==> config.mk <==
export PLATFORM = sky130hd
export DESIGN_NAME = fcs_sequencer
export DESIGN_NICKNAME = d
export VERILOG_FILES = /design/src/include/fcs_pkg.sv /design/src/fcs_sequencer.sv /design/src/fcs_param_bank.sv
export VERILOG_INCLUDE_DIRS = /design/src /design/src/include
export SDC_FILE = /design/constraint.sdc
export NUM_CORES = 1
export LEC_CHECK = 0
export BUFFER_PORTS_ARGS = -buffer_cell sky130_fd_sc_hd__buf_2
export CAP_MARGIN = 20
export CORE_ASPECT_RATIO = 0.5
export CORE_MARGIN = 5
export CORE_UTILIZATION = 55
export DETAILED_ROUTE_END_ITERATION = 10
export GPL_ROUTABILITY_DRIVEN = 0
export PLACE_DENSITY = 0.85
export SYNTH_ARGS = -nofsm -noshare
export SYNTH_HDL_FRONTEND = slang
export SYNTH_SLANG_ARGS = --single-unit
==> constraint.sdc <==
create_clock -name core_clk -period 9.4 [get_ports core_clk]
set_clock_uncertainty 0.05 [all_clocks]
set_input_delay 0.47 -clock core_clk [delete_from_list [all_inputs] [get_ports core_clk]]
set_output_delay 0.47 -clock core_clk [all_outputs]
set_load 0.05 [all_outputs]
==> src/include/fcs_cfg.svh <==
// Constants of the flash erase and security command sequencer.
`ifndef FCS_CFG_SVH
`define FCS_CFG_SVH

// ==========================================================================
// Command codes
`define FCS_CMD_ERASE_ALL 8'h08
`define FCS_CMD_ERASE_BLK 8'h09
`define FCS_CMD_ERASE_SEC 8'h0A
`define FCS_CMD_UNSECURE 8'h0B
`define FCS_CMD_KEY_VERIFY 8'h0C

// ==========================================================================
// Parameter index values expected at launch
`define FCS_IDX_NONE 3'h0
`define FCS_IDX_ADDR 3'h1
`define FCS_IDX_KEYS 3'h4

// ==========================================================================
// Field positions in parameter word 0
`define FCS_CMD_HI 15
`define FCS_CMD_LO 8
`define FCS_BLK_HI 6

// ==========================================================================
// Key enable value, key location, reset values
`define FCS_BACKDOOR_KEY_ENABLE_ON 2'h2
`define FCS_KEY_BASE 23'h7FFF00
`define FCS_KEY_LAST 2'h3
`define FCS_RST_SECURED 1'b1
`define FCS_PARAM_WORDS 6

`endif

==> src/include/fcs_pkg.sv <==
// Types of the flash erase and security command sequencer.
package fcs_pkg;

  typedef enum logic [2:0] {
    FCS_IDLE,
    FCS_CHECK,
    FCS_ERASE,
    FCS_VERIFY,
    FCS_KEY,
    FCS_FIN
  } fcs_state_e;

  typedef enum logic [1:0] {
    FCS_SCOPE_ALL,
    FCS_SCOPE_BLOCK,
    FCS_SCOPE_SECTOR
  } fcs_scope_e;

  typedef logic [5:0][15:0] fcs_words_t;

  // Request towards the flash array.
  typedef struct packed {
    logic req;
    logic verify;
    fcs_scope_e scope;
    logic [22:0] addr;
  } fcs_array_req_s;

  // Status flags seen by software.
  typedef struct packed {
    logic cmdComplete;
    logic accessError;
    logic protViolation;
    logic verifyError;
    logic uncorrectable;
  } fcs_flags_s;

  typedef struct packed {
    fcs_state_e st;
    logic [7:0] cmd;
    logic [2:0] idx;
    fcs_flags_s flags;
    logic secured;
    logic cfgLoaded;
    logic keyLock;
    fcs_array_req_s arr;
    logic keyReq;
    logic [1:0] keyIdx;
    logic [22:0] keyAddr;
  } fcs_state_s;

endpackage

==> src/fcs_sequencer.sv <==
// Erase, unsecure and backdoor key command sequencer of the flash controller.
`timescale 1ns/100ps
`include "fcs_cfg.svh"
// How it works
// - Code 08 erases and verifies everything; index other than 000 gives access error.
// - Erase-all or unsecure releases security only when verify finds all erased.
// - Erase-all and unsecure flag protection violation if any region is protected.
// - Code 09 erases and verifies the block named by address bits 22..16.
// - Block erase needs phrase-aligned program or word-aligned data address.
// - Block and sector erase give access error on an invalid block.
// - Block erase flags protection violation if any part is protected.
// - Code 0A erases and verifies the program sector holding the address.
// - Sector erase gives access error when address bits 2..0 are not zero.
// - Sector erase flags protection violation on a protected sector.
// - Verify sets verify error on any error, uncorrectable on fatal ones.
// - Code 0B erases and verifies everything; index other than 000 gives access error.
// - Failed unsecure verify sets verify error and leaves security unchanged.
// - Clearing complete launches; complete sets again only when all is finished.
// - Code 0C takes four keys; index other than 100 gives access error.
// - Key verify needs key enable equal to 10, else access error.
// - Keys are compared in order from the key location; full match unsecures.
// - After a key mismatch every later key verify fails until reset.
// - A command not allowed in the current mode gives access error.
module fcs_sequencer
  import fcs_pkg::*;
(
  // Clock and reset
  input wire logic core_clk,
  input wire logic reset,
  // Software side
  input wire logic paramIdxWrEn,
  input wire logic [2:0] paramIdxWrData,
  input wire logic paramWrEn,
  input wire logic [15:0] paramWrData,
  input wire logic cmdLaunch,
  input wire logic errFlagClear,
  output logic [2:0] cmdParamIndex,
  output fcs_flags_s flashStatus,
  // Configuration and mode
  input wire logic secCfgSecure,
  input wire logic [1:0] backdoorKeyEnable,
  input wire logic cmdModeAllowed,
  // Flash map and protection, answered for the address on arrayReq.addr
  input wire logic protAnyRegion,
  input wire logic blockValid,
  input wire logic blockIsData,
  input wire logic targetProtected,
  // Flash array
  output fcs_array_req_s arrayReq,
  input wire logic arrayDone,
  input wire logic verifyFail,
  input wire logic verifyUncorrectable,
  // Stored key reads
  output logic keyRdReq,
  output logic [22:0] keyRdAddr,
  input wire logic keyRdValid,
  input wire logic [15:0] keyRdData,
  // Security state
  output logic secured
);

  fcs_state_s s_ff;
  fcs_state_s nxt_s;
  fcs_words_t params;
  logic launchOk;
  logic [7:0] newCmd;
  logic isWhole;

  // ==========================================================================
  // Parameter words
  fcs_param_bank uBank (
    .core_clk(core_clk),
    .reset(reset),
    .wrEn(paramWrEn && s_ff.flags.cmdComplete),
    .wrIdx(s_ff.idx),
    .wrData(paramWrData),
    .words(params)
  );

  // A launch is ignored while an access error or protection violation is still flagged.
  assign launchOk = cmdLaunch && s_ff.flags.cmdComplete && !s_ff.flags.accessError
                    && !s_ff.flags.protViolation && (s_ff.st == FCS_IDLE);
  assign newCmd = params[0][`FCS_CMD_HI:`FCS_CMD_LO];
  assign isWhole = (s_ff.cmd == `FCS_CMD_ERASE_ALL) || (s_ff.cmd == `FCS_CMD_UNSECURE);

  // ==========================================================================
  // Next state
  always_comb begin
    nxt_s = s_ff;
    nxt_s.arr.req = 1'b0;
    nxt_s.keyReq = 1'b0;
    if (!s_ff.cfgLoaded) begin
      nxt_s.secured = secCfgSecure;
      nxt_s.cfgLoaded = 1'b1;
    end
    if (paramIdxWrEn && s_ff.flags.cmdComplete) begin
      nxt_s.idx = paramIdxWrData;
    end
    if (errFlagClear) begin
      nxt_s.flags.accessError = 1'b0;
      nxt_s.flags.protViolation = 1'b0;
    end
    unique case (s_ff.st)
      FCS_IDLE: begin
        if (launchOk) begin
          nxt_s.flags.cmdComplete = 1'b0;
          nxt_s.flags.verifyError = 1'b0;
          nxt_s.flags.uncorrectable = 1'b0;
          nxt_s.cmd = newCmd;
          nxt_s.arr.addr = {params[0][`FCS_BLK_HI:0], params[1]};
          nxt_s.st = FCS_FIN;
          if (!cmdModeAllowed) begin
            nxt_s.flags.accessError = 1'b1;
          end else if ((newCmd == `FCS_CMD_ERASE_ALL) || (newCmd == `FCS_CMD_UNSECURE)) begin
            if (s_ff.idx != `FCS_IDX_NONE) begin
              nxt_s.flags.accessError = 1'b1;
            end else if (protAnyRegion) begin
              nxt_s.flags.protViolation = 1'b1;
            end else begin
              nxt_s.arr.req = 1'b1;
              nxt_s.arr.verify = 1'b0;
              nxt_s.arr.scope = FCS_SCOPE_ALL;
              nxt_s.st = FCS_ERASE;
            end
          end else if ((newCmd == `FCS_CMD_ERASE_BLK) || (newCmd == `FCS_CMD_ERASE_SEC)) begin
            if (s_ff.idx != `FCS_IDX_ADDR) begin
              nxt_s.flags.accessError = 1'b1;
            end else begin
              nxt_s.st = FCS_CHECK;
            end
          end else if (newCmd == `FCS_CMD_KEY_VERIFY) begin
            if ((s_ff.idx != `FCS_IDX_KEYS) || (backdoorKeyEnable != `FCS_BACKDOOR_KEY_ENABLE_ON)
                || s_ff.keyLock) begin
              nxt_s.flags.accessError = 1'b1;
            end else begin
              nxt_s.keyReq = 1'b1;
              nxt_s.keyIdx = 2'h0;
              nxt_s.keyAddr = `FCS_KEY_BASE;
              nxt_s.st = FCS_KEY;
            end
          end else begin
            nxt_s.flags.accessError = 1'b1;
          end
        end
      end
      FCS_CHECK: begin
        nxt_s.st = FCS_FIN;
        if (!blockValid || ((s_ff.cmd == `FCS_CMD_ERASE_SEC) && blockIsData)) begin
          nxt_s.flags.accessError = 1'b1;
        end else if ((s_ff.cmd == `FCS_CMD_ERASE_BLK) && blockIsData && s_ff.arr.addr[0]) begin
          nxt_s.flags.accessError = 1'b1;
        end else if (!blockIsData && (s_ff.arr.addr[2:0] != 3'h0)) begin
          nxt_s.flags.accessError = 1'b1;
        end else if (targetProtected) begin
          nxt_s.flags.protViolation = 1'b1;
        end else begin
          nxt_s.arr.req = 1'b1;
          nxt_s.arr.verify = 1'b0;
          nxt_s.arr.scope = (s_ff.cmd == `FCS_CMD_ERASE_BLK) ? FCS_SCOPE_BLOCK
                                                              : FCS_SCOPE_SECTOR;
          nxt_s.st = FCS_ERASE;
        end
      end
      FCS_ERASE: begin
        if (arrayDone) begin
          nxt_s.arr.req = 1'b1;
          nxt_s.arr.verify = 1'b1;
          nxt_s.st = FCS_VERIFY;
        end
      end
      FCS_VERIFY: begin
        if (arrayDone) begin
          nxt_s.flags.verifyError = verifyFail;
          nxt_s.flags.uncorrectable = verifyUncorrectable;
          if (isWhole && !verifyFail) begin
            nxt_s.secured = 1'b0;
          end
          nxt_s.st = FCS_FIN;
        end
      end
      FCS_KEY: begin
        if (keyRdValid) begin
          if (keyRdData != params[3'(s_ff.keyIdx) + 3'h1]) begin
            nxt_s.keyLock = 1'b1;
            nxt_s.flags.accessError = 1'b1;
            nxt_s.st = FCS_FIN;
          end else if (s_ff.keyIdx == `FCS_KEY_LAST) begin
            nxt_s.secured = 1'b0;
            nxt_s.st = FCS_FIN;
          end else begin
            nxt_s.keyIdx = s_ff.keyIdx + 2'h1;
            nxt_s.keyAddr = s_ff.keyAddr + 23'h2;
            nxt_s.keyReq = 1'b1;
          end
        end
      end
      FCS_FIN: begin
        nxt_s.flags.cmdComplete = 1'b1;
        nxt_s.st = FCS_IDLE;
      end
    endcase
  end

  // ==========================================================================
  // State register
  always_ff @(posedge core_clk) begin
    if (reset) begin
      s_ff <= '0;
      s_ff.st <= FCS_IDLE;
      s_ff.flags.cmdComplete <= 1'b1;
      s_ff.secured <= `FCS_RST_SECURED;
    end else begin
      s_ff <= nxt_s;
    end
  end

  // ==========================================================================
  // Outputs
  assign cmdParamIndex = s_ff.idx;
  assign flashStatus = s_ff.flags;
  assign arrayReq = s_ff.arr;
  assign keyRdReq = s_ff.keyReq;
  assign keyRdAddr = s_ff.keyAddr;
  assign secured = s_ff.secured;
endmodule

==> src/fcs_param_bank.sv <==
// Command parameter word bank written at the selected index.
`timescale 1ns/100ps
`include "fcs_cfg.svh"
module fcs_param_bank
  import fcs_pkg::*;
(
  // Clock and reset
  input wire logic core_clk,
  input wire logic reset,
  // Write port
  input wire logic wrEn,
  input wire logic [2:0] wrIdx,
  input wire logic [15:0] wrData,
  // Stored words
  output fcs_words_t words
);

  fcs_words_t words_ff;

  always_ff @(posedge core_clk) begin
    if (reset) begin
      words_ff <= '0;
    end else if (wrEn && (wrIdx < 3'(`FCS_PARAM_WORDS))) begin
      words_ff[wrIdx] <= wrData;
    end
  end

  assign words = words_ff;

endmodule

==> results of run 1 <==
report_power, final:
part / internal, mW / switching [mW]
Clock: 0.359 / 0.338
Sequential: 0.762 / 0.0514
Combinational: 0.103 / 0.250
Total: 1.22 / 0.640
logic make-up (layout without fill, tap and decap cells):
group | after synthesis | after routing | synth area share (%)
fa+ha+maj | 2 | 2 | 0.2992
xor+xnor | 20 | 20 | 2.095
other cells | 1 | 2 | 0.04484
compound gates | 240 | 240 | 16.76
flops | 170 | 170 | 40.69
mux | 50 | 50 | 7.466
buf+inv | 135 | 165 | 8.947
simple gates | 442 | 442 | 23.70
metal layers:
| metal | global-route usage [%] | vias up | part of all wire (%) |
|---|---|---|---|
| met4 | 9.199 | 0 | 2.4 |
| met1 | 33.69 | 3678 | 42 |
| met2 | 39.83 | 392 | 47 |
| met3 | 4.263 | 58 | 8.7 |
| li1 | - | 3637 | - |
| met5 | 0 | - | 0 |
flip-flops by register name, indices dropped and copies added, names as in the netlist:
signal         cells
flashStatus        5
keyRdReq           1
arrayReq          27
uBank.words       96
cmdParamIndex      3
keyRdAddr         22
s_ff              15
secured            1
cell type report:
| type | count | area, µm² |
|---|---|---|
| clock buffer | 17 | 425.4 |
| tap | 198 | 247.7 |
| inverter | 11 | 41.29 |
| clock inverter | 15 | 173.9 |
| timing repair buffer | 122 | 644.4 |
| fill | 1223 | 5487 |
| sequential | 170 | 3405 |
| multi-input combinational | 755 | 4235 |
| antenna | 1 | 2.502 |
final timing paths:
check	startpoint	to	slack, ns	cells after the start
setup reg to reg	s_ff[24]$_SDFFE_PP0P_	s_ff[23]$_SDFFE_PP0P_	5.15	11
hold reg to reg	arrayReq[3]$_SDFFE_PP0P_	arrayReq[3]$_SDFFE_PP0P_	0.40	2
hold / removal	verifyUncorrectable	flashStatus[0]$_SDFFE_PP0P_	0.22	3
setup / recovery	s_ff[24]$_SDFFE_PP0P_	s_ff[23]$_SDFFE_PP0P_	5.15	11
critical path: stages, from the launching register on:
cell	delay, ns
sky130_fd_sc_hd__dfxtp_1	0.32
sky130_fd_sc_hd__ha_1	0.70
sky130_fd_sc_hd__buf_4	0.43
sky130_fd_sc_hd__mux4_2	0.36
sky130_fd_sc_hd__a22oi_1	0.22
sky130_fd_sc_hd__xnor2_1	0.11
sky130_fd_sc_hd__nor4_1	0.34
sky130_fd_sc_hd__nand2_1	0.26
sky130_fd_sc_hd__nor4_2	0.66
sky130_fd_sc_hd__buf_4	0.26
sky130_fd_sc_hd__or3_1	0.25
sky130_fd_sc_hd__mux2i_1	0.11
stage by stage:
stage	util [%]	total power, mW	setup slack, ns
final	62.58	1.863	5.155
after global routing	62.56	1.935	4.919
after CTS	62.43	1.858	5.036
after detailed placement	58.35	1.170	5.130
after global placement	58.35	1.159	5.270
after floorplan	-	1.081	6.449
cell usage in the layout (no fill, tap or decap), types with 7 or more instances in the layout:
| master | Yosys | layout |
|---|---|---|
| sky130_fd_sc_hd__nor3b_1 | 7 | 7 |
| sky130_fd_sc_hd__xnor2_1 | 12 | 12 |
| sky130_fd_sc_hd__nand3_1 | 23 | 23 |
| sky130_fd_sc_hd__mux2i_1 | 32 | 32 |
| sky130_fd_sc_hd__clkbuf_16 | 0 | 17 |
| sky130_fd_sc_hd__nor2b_1 | 13 | 13 |
| sky130_fd_sc_hd__and3_1 | 11 | 11 |
| sky130_fd_sc_hd__nand2_1 | 284 | 284 |
| sky130_fd_sc_hd__nor2_1 | 30 | 29 |
| sky130_fd_sc_hd__nand2b_1 | 7 | 7 |
| sky130_fd_sc_hd__nor3_1 | 27 | 27 |
| sky130_fd_sc_hd__o21ai_0 | 18 | 18 |
| sky130_fd_sc_hd__dfxtp_1 | 170 | 169 |
| sky130_fd_sc_hd__mux4_2 | 9 | 9 |
| sky130_fd_sc_hd__buf_4 | 60 | 11 |
| sky130_fd_sc_hd__mux2_2 | 9 | 9 |
| sky130_fd_sc_hd__a22oi_1 | 9 | 9 |
| sky130_fd_sc_hd__inv_1 | 11 | 11 |
| sky130_fd_sc_hd__a21oi_1 | 155 | 155 |
| sky130_fd_sc_hd__xor2_1 | 8 | 8 |
| sky130_fd_sc_hd__o21a_1 | 7 | 7 |
| sky130_fd_sc_hd__buf_2 | 7 | 110 |
==> reports/summary.log, run 1 <==
[timing] number of hold violations in the final report 0
[timing] final critical delay including setup and external delays 4.245 ns
[floorplanning] width of the die 184.4 µm
[cts] number of buffers created by CTS 17
[drt] residual DRC count 0
[timing] max_slew headroom 32.06%
[synthesis] list of most frequent post-synthesis cells sky130_fd_sc_hd__nand2_1, sky130_fd_sc_hd__dfxtp_1, sky130_fd_sc_hd__a21oi_1, sky130_fd_sc_hd__buf_4, sky130_fd_sc_hd__clkbuf_1
[global_route] largest net degree at the start of global routing 92
[flow_run] maximum capacitance violations 0
[cts] TritonCTS clock tree built
[synthesis] number of register bits inferred by synthesis 170
[drt] WL/cell 17.69 µm
[setup_path] endpoint required time on the critical path 9.64 ns
[pwr] peak ir drop on the vdd network 0.1483 mV
[synthesis] fraction of registers with async set/reset 0%
[placement] Cell Area, Placed 8554 µm²
[finish] synthesis-to-layout area growth 9.710%
[finish] layout net count 1132
[setup_path] maximum fanout along the worst path 24
[timing] fraction of the cycle the final worst path needs 45.16%
[timing] RSZ-0062 raised after global routing false
[synthesis] Synth area leader sky130_fd_sc_hd__dfxtp_1
[setup_path] crit path kind flip-flop to flip-flop
[global_route] number of antenna violations at the first check in global routing 0
[timing] fmax 0.2356 GHz
[floorplanning] die outline height 97.20 µm
[global_route] number of global-route vias before repair 7250
[global_route] gr ovfl total 0
[cts] H-Tree Level Count 4
[drt] vias per cell 6.024
[synthesis] share of the yosys chip area belonging to registers 40.69%
[drt] wire length reported by the detailed router 22800 µm
[cts] total of cells resized after clock tree synthesis 0
[timing] slew at the pin closest to its max-slew limit 1.017 ns
[floorplanning] area enclosed by the die boundary 17920 µm²
[synthesis] most used standard cell by instance count after synthesis sky130_fd_sc_hd__nand2_1
[pwr] Static Leakage 3.338 nW
[cts] Worst-path clk slew 0.07 ns
[setup_path] endpoint type of the worst setup path flip-flop
[cts] number of clock sinks 170
[timing] number of max-slew violations in the final report 0
[finish] total non-filler cell area in the finished layout 9175 µm²
[finish] fraction of final layout cells with drive strength greater than 1 17.16%
[placement] Placed Cells 1254
[synthesis] total nets after synthesis 1115
[floorplanning] area of the core 14660 µm²
[synthesis] Ys Warns 0
[worst_hold_path] Hold Path Class primary input to flip-flop
[setup_path] Critical Path Source Type flip-flop
[synthesis] area share of the leading cell type in the synthesized netlist 40.69%
[drt] number of antenna-violating nets in the routed design 0
[cts] total of hold buffers inserted after clock tree synthesis 0
[cts] setup repair bufs after CTS 0
[timing] setup violation total in the final timing report 0
[pwr] ratio of total power to cell area 203.1 nW/µm²
[floorplanning] number of ports placed on the die boundary 113
[synthesis] Cells after Synth 1060
[placement] final HPWL from detailed placement 15440 µm
[synthesis] Synth Flop Type sky130_fd_sc_hd__dfxtp_1
[floorplanning] number of core rows 31
[cts] Max Root-Sink Buffers 2
[cts] clock latency at the later pin of the worst-skew pair 0.43 ns
[placement] count of port buffers added during placement 111
[synthesis] number of enable flip-flop cells after synthesis 0
[setup_path] signal arrival time at the worst endpoint 4.49 ns
[synthesis] Distinct cells, synth 66
[synthesis] average cell area after synthesis 7.890 µm²
[timing] aggregate negative setup slack 0 ns
[global_route] wire length of the first global-routing pass 36620 µm
[synthesis] top post-synthesis cells by area sky130_fd_sc_hd__dfxtp_1, sky130_fd_sc_hd__nand2_1, sky130_fd_sc_hd__a21oi_1
[timing] Min Hold Slack 0.2233 ns
[drt] router iterations before antenna repair 5
[cts] clock root buffer sky130_fd_sc_hd__clkbuf_16
[floorplanning] starting density of the core 57.04%
[global_route] all-layer global routing usage 24.86%
[finish] number of standard cells in the layout, taps in and fillers out 1289
[drt] vias after detailed routing 7765
[synthesis] total standard cell area after synthesis 8363 µm²
[drt] first-iteration detailed-routing DRC count 834
[outcome] status finished, final reports clean
(Power assumes the default switching activity.)
==> run 2, diff against run 1 <==
Settings changed: CORE_UTILIZATION 55 to 52, PLACE_DENSITY 0.85 to 0.84.
Clock period 9.4 ns to 3.8 ns, I/O delays scaled along.
==> run 2 against run 1 <==
  * Utilization shrank 2.2 points
  * Sequential power grew 140%
  * Worst setup slack lost 5.0 ns
  * Total power grew 150%
  * Non-clock buffer count grew 25
  * Sequential share of layout area shrank 0.90 points
  * Clock power grew 150%
  * Count of clock-buffer cells in the layout grew 2
  * Cell count grew 2.3%
  * Largest cell class unchanged
  * Highest routed layer unchanged
==> reports/summary.log, run 2 (synthesis gave the netlist of run 1 again) <==
[cts] Worst-path clk slew 0.07 ns [about the same]
[global_route] gr ovfl total 0 [unchanged]
[flow_run] maximum capacitance violations 0 [unchanged]
[timing] number of max-slew violations in the final report 0 [unchanged]
[setup_path] crit path kind flip-flop to flip-flop
[drt] residual DRC count 0 [unchanged]
[timing] slew at the pin closest to its max-slew limit 0.9646 ns [-0.05235 ns]
[cts] clock latency at the later pin of the worst-skew pair 0.44 ns [about the same]
[floorplanning] area enclosed by the die boundary 18870 µm² [+5.3%]
[pwr] ratio of total power to cell area 494.5 nW/µm² [+140%]
[floorplanning] area of the core 15570 µm² [+6.2%]
[floorplanning] starting density of the core 53.70% [-3.3 points]
[drt] first-iteration detailed-routing DRC count 972 [+17%]
[placement] count of port buffers added during placement 111 [unchanged]
[cts] number of buffers created by CTS 17 [unchanged]
[timing] fraction of the cycle the final worst path needs 96.65% [+51 points]
[setup_path] endpoint type of the worst setup path flip-flop
[finish] fraction of final layout cells with drive strength greater than 1 17.40% [+0.24 points]
[drt] vias per cell 6.110 [+1.4%]
[drt] number of antenna-violating nets in the routed design 0 [unchanged]
[drt] vias after detailed routing 8059 [+3.8%]
[worst_hold_path] Hold Path Class primary input to flip-flop
[cts] H-Tree Level Count 4 [unchanged]
[timing] worst setup slack after layout 0.1273 ns [-5.028 ns]
[cts] TritonCTS clock tree built
[finish] synthesis-to-layout area growth 12.45%
[setup_path] depth of the most critical reg-to-reg path 9 [-2]
[global_route] number of global-route vias before repair 7639 [+5.4%]
[setup_path] maximum fanout along the worst path 11 [-54%]
[cts] Max Root-Sink Buffers 2 [unchanged]
[finish] layout net count 1157 [+2.2%]
[cts] clock root buffer sky130_fd_sc_hd__clkbuf_16
[pwr] Static Leakage 3.448 nW [+3.3%]
[timing] Min Hold Slack 0.002978 ns [-0.2203 ns]
[global_route] all-layer global routing usage 25.15% [+0.29 points]
[worst_hold_path] Min-Delay Path Depth 3 [unchanged]
[finish] Largest register FFs 96 [unchanged]
[floorplanning] width of the die 189.3 µm [+2.7%]
[timing] fmax 0.2723 GHz [+16%]
[timing] max_slew headroom 35.56% [+3.5 points]
[floorplanning] number of core rows 32 [+3.2%]
[timing] number of hold violations in the final report 0 [unchanged]
[floorplanning] die outline height 99.68 µm [+2.6%]
[outcome] status finished, final reports clean
[global_route] number of antenna violations at the first check in global routing 0 [unchanged]
[timing] final critical delay including setup and external delays 3.673 ns [-0.5725 ns]
[placement] Worst Setup Slack post-DPL 0.2461 ns [-4.884 ns]
[setup_path] signal arrival time at the worst endpoint 3.94 ns [-0.55 ns]
[drt] WL/cell 18.26 µm [+3.2%]
[timing] aggregate negative setup slack 0 ns [unchanged]
[floorplanning] number of ports placed on the die boundary 113 [unchanged]
[finish] Diodes inserted 0 [-1]
[pwr] peak ir drop on the vdd network 0.3726 mV [+150%]
[drt] wire length reported by the detailed router 24090 µm [+5.6%]
[finish] commonest non-fill, non-tap cells in the layout sky130_fd_sc_hd__nand2_1, sky130_fd_sc_hd__dfxtp_1, sky130_fd_sc_hd__a21oi_1
[global_route] largest net degree at the start of global routing 85 [-7.6%]
[setup_path] Critical Path Source Type flip-flop
[cts] setup repair bufs after CTS 0 [unchanged]
[placement] final HPWL from detailed placement 16070 µm [+4.1%]
[timing] RSZ-0062 raised after global routing false
[timing] setup violation total in the final timing report 0 [unchanged]
[drt] router iterations before antenna repair 6 [+1]
[setup_path] endpoint required time on the critical path 4.07 ns [-5.57 ns]
[finish] most common cell after layout, fill and taps aside sky130_fd_sc_hd__nand2_1
[global_route] wire length of the first global-routing pass 38670 µm [+5.6%]
[cts] number of clock sinks 170 [unchanged]
-- run 2: critical path, stage by stage, from the launching register on --
cell and delay [ns]:
sky130_fd_sc_hd__dfxtp_1 0.33, sky130_fd_sc_hd__ha_1 0.63, sky130_fd_sc_hd__mux4_2 0.41, sky130_fd_sc_hd__a22oi_1 0.30
sky130_fd_sc_hd__xnor2_1 0.14, sky130_fd_sc_hd__nor4_1 0.33, sky130_fd_sc_hd__nand2_1 0.28, sky130_fd_sc_hd__o21ai_1 0.61
sky130_fd_sc_hd__a21oi_1 0.17, sky130_fd_sc_hd__a211oi_1 0.31
-- run 2: worst paths after layout --
check,from,to,slack [ns]
hold reg to reg,arrayReq[22]$_SDFFE_PP0P_,arrayReq[22]$_SDFFE_PP0P_,0.40
hold / removal,paramWrData[14],uBank.words[78]$_SDFFE_PP0P_,0.003
setup reg to reg,s_ff[24]$_SDFFE_PP0P_,keyRdAddr[13]$_SDFFE_PP0P_,0.13
setup / recovery,s_ff[24]$_SDFFE_PP0P_,keyRdAddr[13]$_SDFFE_PP0P_,0.13
-- run 2: power breakdown --
group          switching, mW  leakage [nW]  total (mW)  internal, mW
sequential             0.108          1.38        1.99          1.88
clock                  0.773         0.293        1.73         0.956
combinational          0.648          1.78       0.928         0.280
-- run 2: final cells by class --
class | count | area [µm²]
timing repair buffer | 147 | 879.6
multi-input combinational | 755 | 4238
clock inverter | 13 | 132.6
fill | 1251 | 6171
tap | 204 | 255.2
sequential | 170 | 3405
inverter | 11 | 41.29
clock buffer | 19 | 452.9
-- run 2: layer usage --
layer  up-vias  routed length [µm]  GRT usage [%]
met5         -                   0              0
met4         0                 776          10.56
met3        82                2169          5.715
met2       457               11190          41.82
met1      3832                9953          31.91
li1       3688                   -              -
-- run 2: timing repair --
item                       in CTS  in global routing
resized for setup               0                  1
setup endpoints to repair       0                 10
hold endpoints to repair       43                  0
hold buffers                   19                  0
-- run 2: per-stage QoR --
stage	util, %	power (mW)	cells	instance area, µm²
2_1_floorplan	-	2.674	1060	8363
3_3_place_gp	55.31	2.884	1267	8615
3_5_place_dp	55.31	2.914	1267	8615
4_1_cts	60.29	4.632	1318	9390
5_1_grt	60.38	4.822	1319	9404
6_report	60.38	4.650	1319	9404
